**src/include/umsab_pkg.sv**
```systemverilog
// Package for the modem status, scratch and auto-baud register slice
package umsab_pkg;
   localparam logic [11:0] MLS_ADDR = 12'h018;
   localparam logic [11:0] SCR_ADDR = 12'h01C;
   localparam logic [11:0] ABC_ADDR = 12'h020;
   localparam int MLS_DCD_B = 7;
   localparam int MLS_RI_B = 6;
   localparam int MLS_DSR_B = 5;
   localparam int MLS_CTS_B = 4;
   localparam int ABC_TOC_B = 9;
   localparam int ABC_EOC_B = 8;
   localparam int ABC_RARM_B = 2;
   localparam int ABC_MODE_B = 1;
   localparam int ABC_START_B = 0;
   localparam int LB_DCD_B = 3;
   localparam int LB_RI_B = 2;
   localparam int LB_DSR_B = 0;
   localparam int LB_CTS_B = 1;
   localparam logic [3:0] MODEM_LINES_RST = 4'h6;
   localparam logic [7:0] SCR_RST = 8'h00;
   localparam logic [31:0] ZERO_WORD = 32'h00000000;
   // Modem lines as seen by software: dcd, ri, dsr, cts (active high)
   typedef struct packed {
      logic dcd;
      logic ri;
      logic dsr;
      logic cts;
   } umsab_lines_t;
   // Auto-baud engine status strobes
   typedef struct packed {
      logic done;
      logic timeout;
   } umsab_ab_evt_t;
endpackage

```
**src/rtl/umsab_edge.sv**
```systemverilog
// Change detector for one modem line with sticky change flag
`timescale 1ns/100ps
`default_nettype none
module umsab_edge
(
   input wire logic clk,
   input wire logic rst_n,
   input wire logic level,
   input wire logic rst_level,
   input wire logic rise_only,
   input wire logic clr,
   output logic flag
);
   logic prev_q;
   logic hit;
   logic lvl_x;
   // Level relative to its reset value, so no false edge follows reset
   assign lvl_x = level ^ rst_level;
   assign hit = rise_only ? (lvl_x & ~prev_q) : (lvl_x ^ prev_q);
   always_ff @(posedge clk or negedge rst_n)
   begin
      if (!rst_n)
         prev_q <= 1'b0;
      else
         prev_q <= lvl_x;
   end
   always_ff @(posedge clk or negedge rst_n)
   begin
      if (!rst_n)
         flag <= 1'b0;
      else if (hit)
         flag <= 1'b1;
      else if (clr)
         flag <= 1'b0;
   end
endmodule
`default_nettype wire

```
**src/rtl/umsab_regs.sv**
```systemverilog
// Modem status, scratch and auto-baud control registers behind APB
// How it works
// - A change of carrier, set-ready or clear-to-send state raises the modem interrupt.
// - Ring state falling high-to-low raises the interrupt; rising does not.
// - Status bit 7 is inverted carrier input, or control bit 3 in loopback.
// - Bit 6 is inverted ring input, resets to 1, loopback uses control bit 2.
// - Bit 5 is inverted set-ready input, resets to 1, loopback control bit 0.
// - Bit 4 is inverted clear-to-send input, resets 0, loopback control bit 1.
// - Bit 3 sets on any carrier change, clears on status read.
// - Bit 2 sets on ring input rising only, clears on status read.
// - Bit 1 sets on any set-ready change, clears on status read.
// - Bit 0 sets on any clear-to-send change, clears on status read.
// - Status register is read-only; upper bits read zero; writes ignored.
// - Scratch byte is freely read and written, resets to zero.
// - Scratch accesses raise no interrupt or status.
// - Writing 1 to bit 9 clears the timeout flag; bit reads 0.
// - Writing 1 to bit 8 clears the done flag; bit reads 0.
// - With bit 2 set, a timed out measurement restarts at next falling receive edge.
// - Bit 1 selects measurement mode 0 or 1, resets 0.
// - Software sets bit 0 to start; it stays 1 until measurement completes or times out with bit 2 clear.
// - Auto-baud control register reads all zeros after reset.
`timescale 1ns/100ps
`default_nettype none
module umsab_regs
   import umsab_pkg::*;
(
   // Clock and reset
   input wire logic MCLK,
   input wire logic RST_N,
   // APB slave
   input wire logic PSEL,
   input wire logic PENABLE,
   input wire logic PWRITE,
   input wire logic [11:0] PADDR,
   input wire logic [31:0] PWDATA,
   output logic [31:0] PRDATA,
   output logic PREADY,
   output logic PSLVERR,
   // Modem handshake inputs, active low as on the pins, and receive line
   input wire logic DCD_N,
   input wire logic RI_N,
   input wire logic DSR_N,
   input wire logic CTS_N,
   input wire logic RXD,
   // From the rest of the port
   input wire logic LOOPBACK,
   input wire logic [3:0] MODEM_CTRL,
   input wire logic MS_INT_EN,
   input wire umsab_pkg::umsab_ab_evt_t AB_EVT,
   // To the rest of the port
   output logic MS_INT,
   output logic AB_START,
   output logic AB_MODE,
   output logic AB_RESTART,
   output logic AB_DONE_FLAG,
   output logic AB_TIMEOUT_FLAG
);
   import umsab_pkg::*;

   logic setup_ph, wr_en, rd_en;
   logic hit_mls, hit_scr, hit_abc;
   umsab_lines_t lines_d, lines_q;
   logic [3:0] chg;
   logic [7:0] scr_q;
   logic rearm_q, mode_q, start_q;
   logic timed_out_q, rxd_q;
   logic [31:0] rdata_d;
   logic mls_rd;

   // Every access completes with one wait-free access phase
   assign setup_ph = PSEL & ~PENABLE;
   assign wr_en = PSEL & PENABLE & PWRITE;
   assign rd_en = PSEL & PENABLE & ~PWRITE;
   assign hit_mls = (PADDR == MLS_ADDR);
   assign hit_scr = (PADDR == SCR_ADDR);
   assign hit_abc = (PADDR == ABC_ADDR);
   assign mls_rd = rd_en & hit_mls;

   // Line state selection
   always_comb
   begin
      if (LOOPBACK)
      begin
         lines_d.dcd = MODEM_CTRL[LB_DCD_B];
         lines_d.ri = MODEM_CTRL[LB_RI_B];
         lines_d.dsr = MODEM_CTRL[LB_DSR_B];
         lines_d.cts = MODEM_CTRL[LB_CTS_B];
      end
      else
      begin
         lines_d.dcd = ~DCD_N;
         lines_d.ri = ~RI_N;
         lines_d.dsr = ~DSR_N;
         lines_d.cts = ~CTS_N;
      end
   end

   always_ff @(posedge MCLK or negedge RST_N)
   begin
      if (!RST_N)
         lines_q <= MODEM_LINES_RST;
      else
         lines_q <= lines_d;
   end

   // Change flags; set wins, and a read clears only flags it returned
   umsab_edge u_dcd (.clk(MCLK), .rst_n(RST_N), .level(lines_q.dcd), .rst_level(1'b0),
      .rise_only(1'b0), .clr(mls_rd & PRDATA[3]), .flag(chg[3]));
   umsab_edge u_ri (.clk(MCLK), .rst_n(RST_N), .level(~lines_q.ri), .rst_level(1'b0),
      .rise_only(1'b1), .clr(mls_rd & PRDATA[2]), .flag(chg[2]));
   umsab_edge u_dsr (.clk(MCLK), .rst_n(RST_N), .level(lines_q.dsr), .rst_level(1'b1),
      .rise_only(1'b0), .clr(mls_rd & PRDATA[1]), .flag(chg[1]));
   umsab_edge u_cts (.clk(MCLK), .rst_n(RST_N), .level(lines_q.cts), .rst_level(1'b0),
      .rise_only(1'b0), .clr(mls_rd & PRDATA[0]), .flag(chg[0]));

   // Modem interrupt from any pending change flag
   always_ff @(posedge MCLK or negedge RST_N)
   begin
      if (!RST_N)
         MS_INT <= 1'b0;
      else
         MS_INT <= MS_INT_EN & (|chg);
   end

   // Scratch byte
   always_ff @(posedge MCLK or negedge RST_N)
   begin
      if (!RST_N)
         scr_q <= SCR_RST;
      else if (wr_en & hit_scr)
         scr_q <= PWDATA[7:0];
   end

   // Auto-baud control bits
   always_ff @(posedge MCLK or negedge RST_N)
   begin
      if (!RST_N)
      begin
         rearm_q <= 1'b0;
         mode_q <= 1'b0;
      end
      else if (wr_en & hit_abc)
      begin
         rearm_q <= PWDATA[ABC_RARM_B];
         mode_q <= PWDATA[ABC_MODE_B];
      end
   end

   // Run bit: set by software, cleared by completion or timeout without rearm
   always_ff @(posedge MCLK or negedge RST_N)
   begin
      if (!RST_N)
         start_q <= 1'b0;
      else if (AB_EVT.done)
         start_q <= 1'b0;
      else if (wr_en & hit_abc)
         start_q <= PWDATA[ABC_START_B] | start_q;
      else if (AB_EVT.timeout & ~rearm_q)
         start_q <= 1'b0;
   end

   // Timeout rearm: restart strobe at next falling receive edge
   always_ff @(posedge MCLK or negedge RST_N)
   begin
      if (!RST_N)
         rxd_q <= 1'b1;
      else
         rxd_q <= RXD;
   end

   always_ff @(posedge MCLK or negedge RST_N)
   begin
      if (!RST_N)
         timed_out_q <= 1'b0;
      else if (AB_EVT.timeout & rearm_q & start_q)
         timed_out_q <= 1'b1;
      else if (rxd_q & ~RXD | ~start_q)
         timed_out_q <= 1'b0;
   end

   always_ff @(posedge MCLK or negedge RST_N)
   begin
      if (!RST_N)
         AB_RESTART <= 1'b0;
      else
         AB_RESTART <= timed_out_q & rearm_q & start_q & rxd_q & ~RXD;
   end

   // Sticky auto-baud flags, event wins over clear
   always_ff @(posedge MCLK or negedge RST_N)
   begin
      if (!RST_N)
         AB_DONE_FLAG <= 1'b0;
      else if (AB_EVT.done)
         AB_DONE_FLAG <= 1'b1;
      else if (wr_en & hit_abc & PWDATA[ABC_EOC_B])
         AB_DONE_FLAG <= 1'b0;
   end

   always_ff @(posedge MCLK or negedge RST_N)
   begin
      if (!RST_N)
         AB_TIMEOUT_FLAG <= 1'b0;
      else if (AB_EVT.timeout)
         AB_TIMEOUT_FLAG <= 1'b1;
      else if (wr_en & hit_abc & PWDATA[ABC_TOC_B])
         AB_TIMEOUT_FLAG <= 1'b0;
   end

   always_ff @(posedge MCLK or negedge RST_N)
   begin
      if (!RST_N)
      begin
         AB_START <= 1'b0;
         AB_MODE <= 1'b0;
      end
      else
      begin
         AB_START <= start_q;
         AB_MODE <= mode_q;
      end
   end

   // Read mux; status has no write path
   always_comb
   begin
      rdata_d = ZERO_WORD;
      if (hit_mls)
      begin
         rdata_d[MLS_DCD_B] = lines_q.dcd;
         rdata_d[MLS_RI_B] = lines_q.ri;
         rdata_d[MLS_DSR_B] = lines_q.dsr;
         rdata_d[MLS_CTS_B] = lines_q.cts;
         rdata_d[3:0] = chg;
      end
      else if (hit_scr)
         rdata_d[7:0] = scr_q;
      else if (hit_abc)
      begin
         rdata_d[ABC_RARM_B] = rearm_q;
         rdata_d[ABC_MODE_B] = mode_q;
         rdata_d[ABC_START_B] = start_q; // clear bits read 0
      end
   end

   // APB answer: data registered in setup, ready in access
   always_ff @(posedge MCLK or negedge RST_N)
   begin
      if (!RST_N)
         PRDATA <= ZERO_WORD;
      else if (setup_ph & ~PWRITE)
         PRDATA <= rdata_d;
   end

   always_ff @(posedge MCLK or negedge RST_N)
   begin
      if (!RST_N)
      begin
         PREADY <= 1'b0;
         PSLVERR <= 1'b0;
      end
      else
      begin
         PREADY <= setup_ph;
         PSLVERR <= setup_ph & ~(hit_mls | hit_scr | hit_abc);
      end
   end

   // Assertions
   a_dcd_change_flag: assert property (@(posedge MCLK) disable iff (!RST_N)
      $changed(lines_q.dcd) |=> chg[3]) else $error("dcd change missed");
   a_ri_rise_only: assert property (@(posedge MCLK) disable iff (!RST_N)
      ($fell(lines_q.ri) && !chg[2]) |=> chg[2]) else $error("ri flag missed");
   a_ri_no_fall: assert property (@(posedge MCLK) disable iff (!RST_N)
      ($rose(lines_q.ri) && !chg[2]) |=> !chg[2]) else $error("ri flag wrong edge");
   a_read_clears: assert property (@(posedge MCLK) disable iff (!RST_N)
      (mls_rd && PRDATA[1:0] == chg[1:0] && lines_d == lines_q && $stable(lines_q))
      |=> chg[1:0] == 2'b00)
      else $error("status read did not clear");
   a_cts_flag_set: assert property (@(posedge MCLK) disable iff (!RST_N)
      $changed(lines_q.cts) |=> chg[0]) else $error("cts change missed");
   a_status_roi: assert property (@(posedge MCLK) disable iff (!RST_N)
      (PREADY && !PWRITE && PADDR == MLS_ADDR) |-> PRDATA[31:8] == 24'h000000)
      else $error("status upper bits nonzero");
   a_scratch_write: assert property (@(posedge MCLK) disable iff (!RST_N)
      (wr_en && hit_scr) |=> scr_q == $past(PWDATA[7:0])) else $error("scratch lost");
   a_done_clear: assert property (@(posedge MCLK) disable iff (!RST_N)
      (wr_en && hit_abc && PWDATA[ABC_EOC_B] && !AB_EVT.done) |=> !AB_DONE_FLAG)
      else $error("done flag not cleared");
   a_timeout_clear: assert property (@(posedge MCLK) disable iff (!RST_N)
      (wr_en && hit_abc && PWDATA[ABC_TOC_B] && !AB_EVT.timeout) |=> !AB_TIMEOUT_FLAG)
      else $error("timeout flag not cleared");
   a_start_ends: assert property (@(posedge MCLK) disable iff (!RST_N)
      AB_EVT.done |=> !start_q ##1 !AB_START) else $error("run bit stuck");
   a_flag_sticky: assert property (@(posedge MCLK) disable iff (!RST_N)
      AB_EVT.done |=> AB_DONE_FLAG) else $error("done flag not set");
   a_int_on_change: assert property (@(posedge MCLK) disable iff (!RST_N)
      (MS_INT_EN && chg[3]) |=> MS_INT) else $error("no modem interrupt");

   c_status_read: cover property (@(posedge MCLK) disable iff (!RST_N) mls_rd && chg != 4'h0);
   c_loopback: cover property (@(posedge MCLK) disable iff (!RST_N) LOOPBACK && $changed(lines_q));
   c_restart: cover property (@(posedge MCLK) disable iff (!RST_N) AB_RESTART);
   c_done: cover property (@(posedge MCLK) disable iff (!RST_N) AB_EVT.done && start_q);
endmodule
`default_nettype wire

```
**config.mk**
```make
export PLATFORM = sky130hd
export DESIGN_NAME = umsab_regs
export DESIGN_NICKNAME = d
export VERILOG_FILES = /design/src/include/umsab_pkg.sv /design/src/rtl/umsab_edge.sv /design/src/rtl/umsab_regs.sv
export SDC_FILE = /design/constraint.sdc
export NUM_CORES = 1
export LEC_CHECK = 0
export ABC_CLOCK_PERIOD_IN_PS = 1700
export BUFFER_PORTS_ARGS = -buffer_cell sky130_fd_sc_hd__buf_2
export CAP_MARGIN = 20
export CORE_ASPECT_RATIO = 0.75
export CORE_MARGIN = 5
export CORE_UTILIZATION = 39
export CTS_CLUSTER_DIAMETER = 60
export DETAILED_ROUTE_END_ITERATION = 8
export HOLD_SLACK_MARGIN = 0.03
export PLACE_DENSITY = 0.81
export SETUP_SLACK_MARGIN = 0.15
export SLEW_MARGIN = 25
export SYNTH_ARGS = -nofsm -noshare
export SYNTH_HDL_FRONTEND = slang
export SYNTH_SLANG_ARGS = --single-unit
```
**constraint.sdc**
```tcl
create_clock -name MCLK -period 1.7 [get_ports MCLK]
set_clock_uncertainty 0.2 [all_clocks]
set_input_delay 0.34 -clock MCLK [delete_from_list [all_inputs] [get_ports MCLK]]
set_output_delay 0.34 -clock MCLK [all_outputs]
set_load 0.03 [all_outputs]
```
; ---- After elaboration in Yosys (flattened, before gate mapping)
; Cells that the tools add are included.
[word_totals]
register_bits = 41
latch_bits = 0
mem_bits_rw = 0
mem_bits_ro = 0
input_bits = 62
out_inout_bits = 40
wordCells = 106
memories = 0
[classes]
add_sub_neg = 0
multipliers = 0
n_div = 0
order_cmp = 0
n_eq_ne = 3
n_shift = 0
muxes = 22
bitwise = 45
reduce_logical = 9
[op_table]
columns = op, n
row1 = AND 1 bit, 25
row2 = == test 12 x 5 -> 1 bit (second input constant), 2
row3 = two-way mux 1 bit, 17
row4 = nonzero test 2 bit, 7
row5 = NOT 1 bit, 13
row6 = == test 12 x 6 -> 1 bit (second input constant), 1
row7 = two-way mux 8 bit, 1
row8 = two-way mux 3 bit, 2
row9 = two-way mux 5 bit, 1
row10 = two-way mux 4 bit, 1
row11 = OR 1 bit, 4
row12 = OR reduction 4 bit, 1
row13 = nonzero test 3 bit, 1
row14 = bitwise XOR 1 bit, 3

; ---- Longest topological paths before layout
; Gate-level depths: netlist of run 1.
[logic_depth]
word_depth = 6
mapped_depth = 6
depth_no_buf = 4

; ---- By module
; From an unflattened synthesis of run 1, not the netlist that was laid out.
[hier_totals]
hier_cells = 181
hier_area_um2 = 2079.5
[by_module_without_submodules]
columns = module, n_inst, cells_each, area_per_inst_um2, seq_area_each_um2
row1 = umsab_regs, 1, 149, 1714.1, 829.5
row2 = umsab_edge, 4, 8, 91.3, 50.0

; ---- Least setup slack after synthesis of run 1
; No wires, ideal clock.
[synth_timing]
path_type = input-to-reg
start = in PADDR[11]
end = reg scr_q[0]
setup_ns = 0.125
arrival_ns = 1.807
t_required_ns = 1.375
slack_ns = -0.431
path_stages = 6
path_buffers = 2
cell_sequence = or4_1 -> buf_2 -> nor3_1 -> and3_1 -> buf_2 -> mux2_2
[synth_between]
elab_chain_cells = 2
[synth_rtl]
columns = item, line_no
row1 = from (decl), umsab_regs.sv:34  ; input wire logic [11:0] PADDR,
row2 = == test 12 x 5 -> 1 bit, umsab_regs.sv:75  ; assign hit_scr = (PADDR == SCR_ADDR);
row3 = AND 1 bit, umsab_regs.sv:130  ; else if (wr_en & hit_scr)
row4 = to (signal assigned), umsab_regs.sv:131  ; scr_q <= PWDATA[7:0];
row5 = to (decl), umsab_regs.sv:64  ; logic [7:0] scr_q;
; No other way between the ends.
; A chain may end at the register's enable or synchronous reset.

; ---- Worst setup path in the final report of run 1
[layout_timing]
start = in PADDR[1]
end = reg scr_q[7]
; The elaborated chain is that of the path after synthesis.

==> results.ini, run 1 <==
[clock_network]
clk_pin_slew_ns = 0.07
clock_sinks = 41
tritoncts = built
clk_latency_ns = 0.29
cts-root-buf = clkbuf_8
cts_inserted_buffers = 5
htreeDepth = 2
clock_path_buffers = 2

[critical_path]
path_cells = buf_6 > or4_4 > nor3_4 > and3_4 > buf_12 > mux2_4
cp-endpoint = scr_q[7]
crit_path_max_incr_delay_ns = 0.58
critPathArrivalTime_ns = 1.82
cp-end-kind = flip-flop
timing.reg2reg.setup_slack_ns = 0.39
rr_endpoint = PRDATA[1]
r2r-start = scr_q[1]
cp_slowest_cell = or4_4
start_kind = primary input
crit_fanout = 6
critPathBufInv = 2
path_depth = 6
cp.required_ns = 1.68
path_delay_family = simple AND/OR/NAND/NOR gates
worst_r2r_path_depth = 4
startpoint = PADDR[1]
critical_path_class = primary input to flip-flop

[floorplan]
num_rows = 22
dieArea_um2 = 6435
initial_utilization = 0.3982
io_pins = 102
die-height_um = 70.74
die_w_um = 90.98
placeableCoreArea_um2 = 4817

[global_route]
grt_pass1_vias = 1452
grt-ovfl-total = 0
grt_max_degree = 19
use_met1 = 0.1724
grt_use_met2 = 0.2072
grt_pass1_wl_mm = 6.934
track_usage = 0.1357
antenna_found_initial = 0
grt.busiest_layer = met2
grtUsageMet3 = 0.05420

[layout]
fillCellCount = 417
reg.largest.list = PRDATA: 8 flops, scr_q: 8 flops, lines_q: 4 flops
drive_gt1_frac = 0.4631
final_cells = 304
antenna_cells = 0
multi_input_area_um2 = 850.8
post-route-util = 0.5309
register_area_um2 = 1030
area_delta_synth_final_pct = 33.33
fin_nets = 305

[detailed_routing]
wl_per_cell_um = 14.36
vias_per_cell = 4.714
drt-total-wl_mm = 4.364
ant_nets = 0
drc = 0
drt_iter0_drc = 40
dr.pass1.iters = 7
num_vias = 1433

[sta]
holdWs_ns = 0.04024
final_hold_viol_count = 0
finalCritPeriodShare = 1.084
fin_ws_ns = -0.1430
finalCriticalPeriod_ns = 1.843
finalSetupViolations = 21
rsz0062_at_grt = true
fmax_mhz = 542.6
final-max-slew-violation-count = 0

[place]
gp_congestion = 0.8346
dp_cells = 289
portBuffers = 55
dp_slack_ns = -0.4779
dp_hpwl_mm = 3.350

[logic_synthesis]
yosysMostFrequentCell = dfrtp_1
syn_area_per_cell_um2 = 11.55
synth-edff-count = 0
synth_warnings = 0
synth_cell_types = 39
ys_top_cells_by_count = dfrtp_1 (38), buf_4 (24), nand2_1 (18)
synth_top_area_frac = 0.4958
ys_seq_area_frac = 0.5369
synthArstFlopShare = 1.000
ys_ff_latch = 41
synth.area.top_cells = dfrtp_1 (50%), buf_4 (9.4%), mux2_2 (5.3%)
yosys.area.top_type = dfrtp_1
syn_area_um2 = 1918
synth_cells = 166
ys.flop_type = dfrtp_1

[hold_path]
hp-class = primary input to flip-flop

[run]
max-cap-violations = 0

[pwr]
p_total_mw = 1.954
p_leak_nw = 1.260
ir_drop_v = 0.0004044
p_int_mw = 1.455
pwr-share-comb = 0.127
switching_share = 0.2554
power.density_nw_per_um2 = 764.0
seq_power_share = 0.517
switchingPower_mw = 0.4991
clkPwrFrac = 0.356

[outcome]
outcome = complete, but fails checks
violations = setup timing

==> per-stage QoR <==
step                setup TNS (ns)  instance area, um^2
floorplan                   -6.916                 2091
finish                      -1.839                 2557
global route                -2.723                 2557
global placement            -9.361                 2337
detailed placement          -9.874                 2337
CTS                         -1.503                 2527
==> cells by family (layout without fill, tap and decap cells) <==
| kind of cell | Yosys count | after routing | synth area share |
|---|---|---|---|
| muxes | 16 | 16 | 0.09002 |
| and+or+nand+nor | 45 | 45 | 0.1376 |
| AOI/OAI and AO/OA | 28 | 28 | 0.1083 |
| xor gates and xnor gates | 3 | 3 | 0.01370 |
| other | 1 | 24 | 0.001955 |
| DFF | 41 | 41 | 0.5369 |
| buffers and inverters | 32 | 87 | 0.1115 |
==> power groups by stage <==
stage	sequential [mW]	combinational (mW)	clock, mW
2_1_floorplan	1.03	0.165	0
3_3_place_gp	1.03	0.226	0
3_5_place_dp	1.03	0.230	0
4_1_cts	1.01	0.244	0.719
5_1_grt	1.01	0.273	0.751
6_report	1.01	0.248	0.696
==> how the worst min path moves through the flow <==
stage / cells after the start / endpoint / slack (ns) / from
detailed placement: 1 / AB_MODE / 0.09 / RST_N
finish: 2 / lines_q[3] / 0.04 / DCD_N
global route: 2 / AB_TIMEOUT_FLAG / 0.05 / AB_EVT[0]
global placement: 1 / AB_MODE / 0.08 / RST_N
floorplan: 0 / AB_DONE_FLAG / -0.16 / RST_N
CTS: 2 / lines_q[3] / 0.03 / DCD_N
==> what timing repair did <==
item,CTS,global route
gates resized for setup,4,6
hold endpoints to repair,20,0
setup endpoints to repair,25,25
setup buffers,1,0
pin swaps,6,8
hold buffers,6,0
==> layer usage <==
metal | routed length, um | part of all wire | vias up
li1 | - | - | 679
met1 | 1849 | 0.42 | 688
met2 | 2047 | 0.47 | 57
met5 | 0 | 0 | -
met3 | 389 | 0.089 | 9
met4 | 76 | 0.017 | 0
==> area by class of cell <==
cell class                 count  share of cell area
sequential                    41              0.4026
inverter                       3            0.004403
clock buffer                   7             0.03767
tap                           60             0.02935
multi-input combinational    116              0.3327
timing repair buffer          76              0.1913
clock inverter                 1            0.001957
==> cell usage in the layout (no fill, tap or decap), types with 2 or more instances in the layout <==
cell           netlist  layout
dlygate4sd3_1        0       6
a21oi_2              0       3
dfrtp_1             38      38
inv_1                3       3
a21o_1               5       5
o21ai_2              5       6
dfstp_2              3       3
buf_2                3      51
clkbuf_8             0       7
buf_4               24      13
o21a_1               3       3
or4_4                0       2
conb_1               1      24
nor2b_1              2       2
nand3_1              2       2
nor2_1               3       3
nand2b_1             5       5
mux2_4               0      10
buf_6                0       5
nand2_1             18      17
a221oi_1             3       3
mux2i_1              6       6
xor2_1               2       2
o21ai_0              4       3
Note: power is estimated with default switching activity, not from simulation.
==> inputs of run 2 (changes only) <==
Settings changed: CORE_ASPECT_RATIO 0.75 to not set, PLACE_DENSITY 0.81 to 0.71.
==> run 2 against run 1 <==
The run still ends with setup timing left. Final cell count rose by 3.3%. Critical path depth is the same. Via count down 2.0%. Utilization is 2.4 points higher. Clock power grew 10%. Non-clock buffer count up 3. Total power grew 4.2%. Fmax is 0.51% higher. Worst setup slack better by 0.0093 ns. Register-to-register slack lost 0.04 ns. Global-route usage down 0.19 points. Critical endpoint is now scr_q[2]. Largest power group unchanged.
==> results.ini, run 2 (same netlist as run 1, synthesis figures left out) <==
[layout]
post-route-util = 0.5545  ; +0.02357
final_cells = 314  ; +3.3%
drive_gt1_frac = 0.4858  ; +0.02272
antenna_cells = 0  ; unchanged
area_delta_synth_final_pct = 37.44
fin_nets = 308  ; +0.98%
final_common_cell = buf_2
reg.largest.list = PRDATA: 8 flops, scr_q: 8 flops, lines_q: 4 flops
layout_common_cells = buf_2 (51), dfrtp_1 (38), conb_1 (24)

[floorplan]
num_rows = 25  ; +14%
placeableCoreArea_um2 = 4755  ; -1.3%
dieArea_um2 = 6421  ; -0.23%
die-height_um = 80.13  ; +13%
die_w_um = 80.13  ; -12%
initial_utilization = 0.4034  ; +0.005239
io_pins = 102  ; unchanged

[clock_network]
cts-root-buf = clkbuf_8
cts_inserted_buffers = 5  ; unchanged
clk_latency_ns = 0.30  ; about the same
htreeDepth = 2  ; unchanged
tritoncts = built
clk_pin_slew_ns = 0.08  ; about the same
clock_sinks = 41  ; unchanged
clock_path_buffers = 2  ; unchanged

[global_route]
grt_use_met2 = 0.2161  ; +0.008860
grt_pass1_wl_mm = 6.651  ; -4.1%
track_usage = 0.1338  ; -0.001918
grt_max_degree = 29  ; +10
antenna_found_initial = 0  ; unchanged
grt_pass1_vias = 1421  ; -2.1%
grtUsageMet3 = 0.03587  ; -0.01832
use_met1 = 0.1774  ; +0.005029
grt-ovfl-total = 0  ; unchanged
grt.busiest_layer = met2

[pwr]
switchingPower_mw = 0.5056  ; +1.3%
power.density_nw_per_um2 = 772.1  ; +1.1%
pwr-share-comb = 0.126  ; about the same
p_int_mw = 1.530  ; +5.2%
ir_drop_v = 0.0003071  ; -24%
p_leak_nw = 1.287  ; +2.2%
switching_share = 0.2484  ; -0.007038
clkPwrFrac = 0.377  ; +0.021
seq_power_share = 0.497  ; -0.020

[detailed_routing]
wl_per_cell_um = 13.49  ; -6.0%
ant_nets = 0  ; unchanged
drc = 0  ; unchanged
vias_per_cell = 4.475  ; -5.1%
dr.pass1.iters = 4  ; -3
drt-total-wl_mm = 4.236  ; -2.9%
drt_iter0_drc = 75  ; +88%
num_vias = 1405  ; -2.0%

[sta]
finalCritPeriodShare = 1.079  ; -0.005471
rsz0062_at_grt = true
final_hold_viol_count = 0  ; unchanged
final-max-slew-violation-count = 0  ; unchanged
finalSetupViolations = 22  ; +4.8%
fmax_mhz = 545.4  ; +0.51%
finalCriticalPeriod_ns = 1.834  ; -0.009300 ns
fin_ws_ns = -0.1337  ; +0.009300 ns

[outcome]
outcome = complete, but fails checks
violations = setup timing

[place]
dp_cells = 295  ; +2.1%
gp_congestion = 0.7831  ; -6.2%
portBuffers = 55  ; unchanged
dp_hpwl_mm = 3.174  ; -5.3%

[critical_path]
cp.required_ns = 1.68  ; about the same
crit_fanout = 5  ; -1
critical_path_class = primary input to flip-flop
cp-end-kind = flip-flop
critPathArrivalTime_ns = 1.81  ; about the same
start_kind = primary input

[hold_path]
hp-class = primary input to flip-flop

[run]
max-cap-violations = 0  ; unchanged

-- run 2: layer usage --
metal | wire length, um | vias up
li1 | - | 684
met1 | 1885 | 652
met2 | 1937 | 63
met3 | 365 | 6
met4 | 47 | 0
met5 | 0 | -
-- run 2: critical path, stage by stage --
cell and delay (ns):
buf_6 0.09, or4_4 0.57, nor3_2 0.18, and3_4 0.22, buf_6 0.12, mux2_4 0.29
-- run 2: per-stage QoR --
stage               setup WS, ns  total power [mW]  TNS (ns)  instance area, um^2  hold slack (ns)
floorplan                -0.3522             1.200    -6.916                 2091          -0.1556
global placement         -0.4601             1.258    -9.333                 2338          0.06507
detailed placement       -0.4907             1.261    -9.835                 2338          0.06229
CTS                      -0.1160             2.050    -1.641                 2589          0.04190
global route             -0.1721             2.114    -2.514                 2636          0.06337
finish                   -0.1337             2.035    -1.894                 2636          0.05369
-- run 2: repair_timing --
item,4_1_cts,5_1_grt
hold buffers,7,0
buffers inserted,4,0
pin swaps,8,13
hold endpoints to repair,19,0
endpoints found under the setup margin,25,25
resized for setup,10,11
cloned,0,0
-- run 2: cell type report --
cell class                      instances  area, um^2
Inverter                                3       11.26
Clock inverter                          2       35.03
Sequential cell                        41        1030
Tap cell                               67       83.83
Fill cell                             421        2118
Clock buffer                            6       72.57
Timing Repair Buffer                   79       533.0
Multi-Input combinational cell        116       870.8
-- run 2: worst paths after layout --
kind	from	endpoint	slack, ns	cells after the start
max	PADDR[1]	scr_q[2]	-0.13	6
min	MODEM_CTRL[3]	lines_q[3]	0.05	3
max reg2reg	scr_q[1]	PRDATA[1]	0.35	4
min reg2reg	mode_q	AB_MODE	0.23	0
max in group asynchronous	RST_N	rxd_q	0.50	3
min in group asynchronous	RST_N	PRDATA[2]	0.27	2
-- run 2: power by group through the flow --
| stage | logic, mW | clock network, mW | registers, mW |
|---|---|---|---|
| 6_report | 0.257 | 0.768 | 1.01 |
| 5_1_grt | 0.281 | 0.820 | 1.01 |
| 4_1_cts | 0.251 | 0.789 | 1.01 |
| 3_5_place_dp | 0.232 | 0 | 1.03 |
| 3_3_place_gp | 0.230 | 0 | 1.03 |
| 2_1_floorplan | 0.165 | 0 | 1.03 |
==> inputs of run 3 (changes only) <==
Settings changed: CAP_MARGIN 20 to 0, CELL_PAD_IN_SITES_DETAIL_PLACEMENT set to 1, CELL_PAD_IN_SITES_GLOBAL_PLACEMENT set to 1, CORE_UTILIZATION 39 to 33, PLACE_DENSITY 0.71 to not set, PLACE_DENSITY_LB_ADDON set to 0.1.
==> run 3 against run 2 <==
The flow still finishes with violations (setup timing). Largest power group unchanged. Via count increased by 2.5%. Highest routed layer unchanged. Flip-flop and latch count unchanged. Combinational power increased by 4%.
==> results.ini, run 3 (same netlist as run 1, synthesis figures left out) <==
[floorplan]
io_pins = 102  ; unchanged
dieArea_um2 = 7437  ; +16%
die_w_um = 86.24  ; +7.6%
die-height_um = 86.24  ; +7.6%
num_rows = 27  ; +8.0%
initial_utilization = 0.3441  ; -0.05931
placeableCoreArea_um2 = 5574  ; +17%

[pwr]
clkPwrFrac = 0.390  ; +0.013
switchingPower_mw = 0.5168  ; +2.2%
p_int_mw = 1.575  ; +2.9%
p_leak_nw = 1.297  ; +0.75%
seq_power_share = 0.483  ; -0.014
pwr-share-comb = 0.127  ; about the same
ir_drop_v = 0.0004659  ; +52%
power.density_nw_per_um2 = 784.8  ; +1.7%
switching_share = 0.2471  ; -0.001290

[sta]
fin_ws_ns = -0.1340  ; -0.0003660 ns
finalCritPeriodShare = 1.079  ; about the same
setup_tns_ns = -1.883  ; +0.01122 ns
final_hold_viol_count = 0  ; unchanged
finalCriticalPeriod_ns = 1.834  ; +0.0003660 ns
final-max-slew-violation-count = 0  ; unchanged
finalSetupViolations = 23  ; +4.5%
rsz0062_at_grt = true
fmax_mhz = 545.2  ; about the same

[outcome]
violations = setup timing
outcome = complete, but fails checks

[global_route]
track_usage = 0.1415  ; +0.007649
grt_pass1_vias = 1643  ; +16%
grt-ovfl-total = 0  ; unchanged
grt_max_degree = 20  ; -31%
antenna_found_initial = 0  ; unchanged
grt_pass1_wl_mm = 8.100  ; +22%

[critical_path]
cp_slowest_cell = or4_4
path_cells = buf_6 > or4_4 > buf_12 > and4bb_4 > mux2_4
critPathArrivalTime_ns = 1.82  ; about the same
path_delay_family = simple AND/OR/NAND/NOR gates
cp-end-kind = flip-flop
crit_path_max_incr_delay_ns = 0.56  ; about the same
critPathBufInv = 2  ; unchanged
crit_fanout = 6  ; +1
cp.required_ns = 1.68  ; about the same
start_kind = primary input
critical_path_class = primary input to flip-flop

[clock_network]
cts_inserted_buffers = 5  ; unchanged
cts-root-buf = clkbuf_8
tritoncts = built
clock_path_buffers = 2  ; unchanged
clock_sinks = 41  ; unchanged
clk_pin_slew_ns = 0.08  ; about the same
clk_latency_ns = 0.29  ; about the same
htreeDepth = 2  ; unchanged

[place]
placed_area_um2 = 2380  ; +1.8%
dp_slack_ns = -0.4729  ; +0.01783 ns
dp_hpwl_mm = 3.885  ; +22%
gp_congestion = 0.7140  ; -8.8%
portBuffers = 55  ; unchanged

[layout]
drive_gt1_frac = 0.4980  ; +0.01215
reg.largest.list = PRDATA: 8 flops, scr_q: 8 flops, lines_q: 4 flops
area_delta_synth_final_pct = 38.94
final_common_cell = buf_2
fin_nets = 308  ; unchanged
antenna_cells = 0  ; unchanged
final_cell_area_um2 = 2665  ; +1.1%
layout_common_cells = buf_2 (52), dfrtp_1 (38), conb_1 (24)
fillCellCount = 642  ; +52%
post-route-util = 0.4781  ; -0.07636

[detailed_routing]
drc = 0  ; unchanged
num_vias = 1440  ; +2.5%
drt_iter0_drc = 23  ; -69%
drt-total-wl_mm = 5.036  ; +19%
vias_per_cell = 4.514  ; +0.88%
wl_per_cell_um = 15.79  ; +17%
dr.pass1.iters = 4  ; unchanged
ant_nets = 0  ; unchanged

[run]
max-cap-violations = 0  ; unchanged

[hold_path]
hp-class = primary input to flip-flop

## run 3: layout make-up
cell class                 count  area [um^2]  share of cell area
clock buffer                   7        86.33             0.03239
clock inverter                 1        30.03             0.01127
inverter                       3        11.26            0.004225
multi-input combinational    116        892.1              0.3347
sequential                    41         1030              0.3864
tap                           72        90.09             0.03380
timing repair buffer          79        525.5              0.1972
## run 3: worst paths after layout
| path | start | cells after the start | slack, ns | to |
|---|---|---|---|---|
| max | PADDR[1] | 5 | -0.13 | rearm_q |
| min | DCD_N | 2 | 0.04 | lines_q[3] |
| max reg2reg | scr_q[1] | 4 | 0.34 | PRDATA[1] |
| min reg2reg | lines_q[3] | 0 | 0.23 | u_dcd.prev_q |
| max in group asynchronous | RST_N | 3 | 0.46 | lines_q[1] |
| min in group asynchronous | RST_N | 2 | 0.33 | PREADY |
## run 3: repair_timing
item | CTS | global route
setup buffers | 0 | 2
resized for setup | 9 | 11
pin swaps | 10 | 8
hold buffers | 6 | 0
endpoints found under the hold margin | 20 | 0
setup endpoints to repair | 25 | 25
## run 3: per-stage QoR
stage | instances | power [mW] | hold slack, ns
after floorplan | 189 | 1.200 | -0.1556
final | 319 | 2.092 | 0.04331
after global placement | 303 | 1.263 | 0.1159
after global routing | 319 | 2.197 | 0.04862
after detailed placement | 303 | 1.270 | 0.1150
after CTS | 317 | 2.108 | 0.03831
## run 3: power by group through the flow
stage | logic, mW | registers (mW) | clock network (mW)
6_report | 0.266 | 1.01 | 0.816
4_1_cts | 0.255 | 1.01 | 0.842
3_3_place_gp | 0.236 | 1.03 | 0
5_1_grt | 0.293 | 1.01 | 0.892
3_5_place_dp | 0.242 | 1.03 | 0
2_1_floorplan | 0.165 | 1.03 | 0
## run 3: worst register-to-register path: cells and delay by family (launching register included)
kind,cells,cell delay [ns]
compound gates,3,0.52
flops,1,0.38
simple gates,1,0.15
## run 3: routing by layer
metal | part of all wire | up-vias | GRT usage
met5 | 0 | - | 0
met1 | 0.39 | 705 | 0.1592
met4 | 0.014 | 0 | 0.04816
met2 | 0.53 | 43 | 0.2516
li1 | - | 685 | -
met3 | 0.065 | 7 | 0.04563
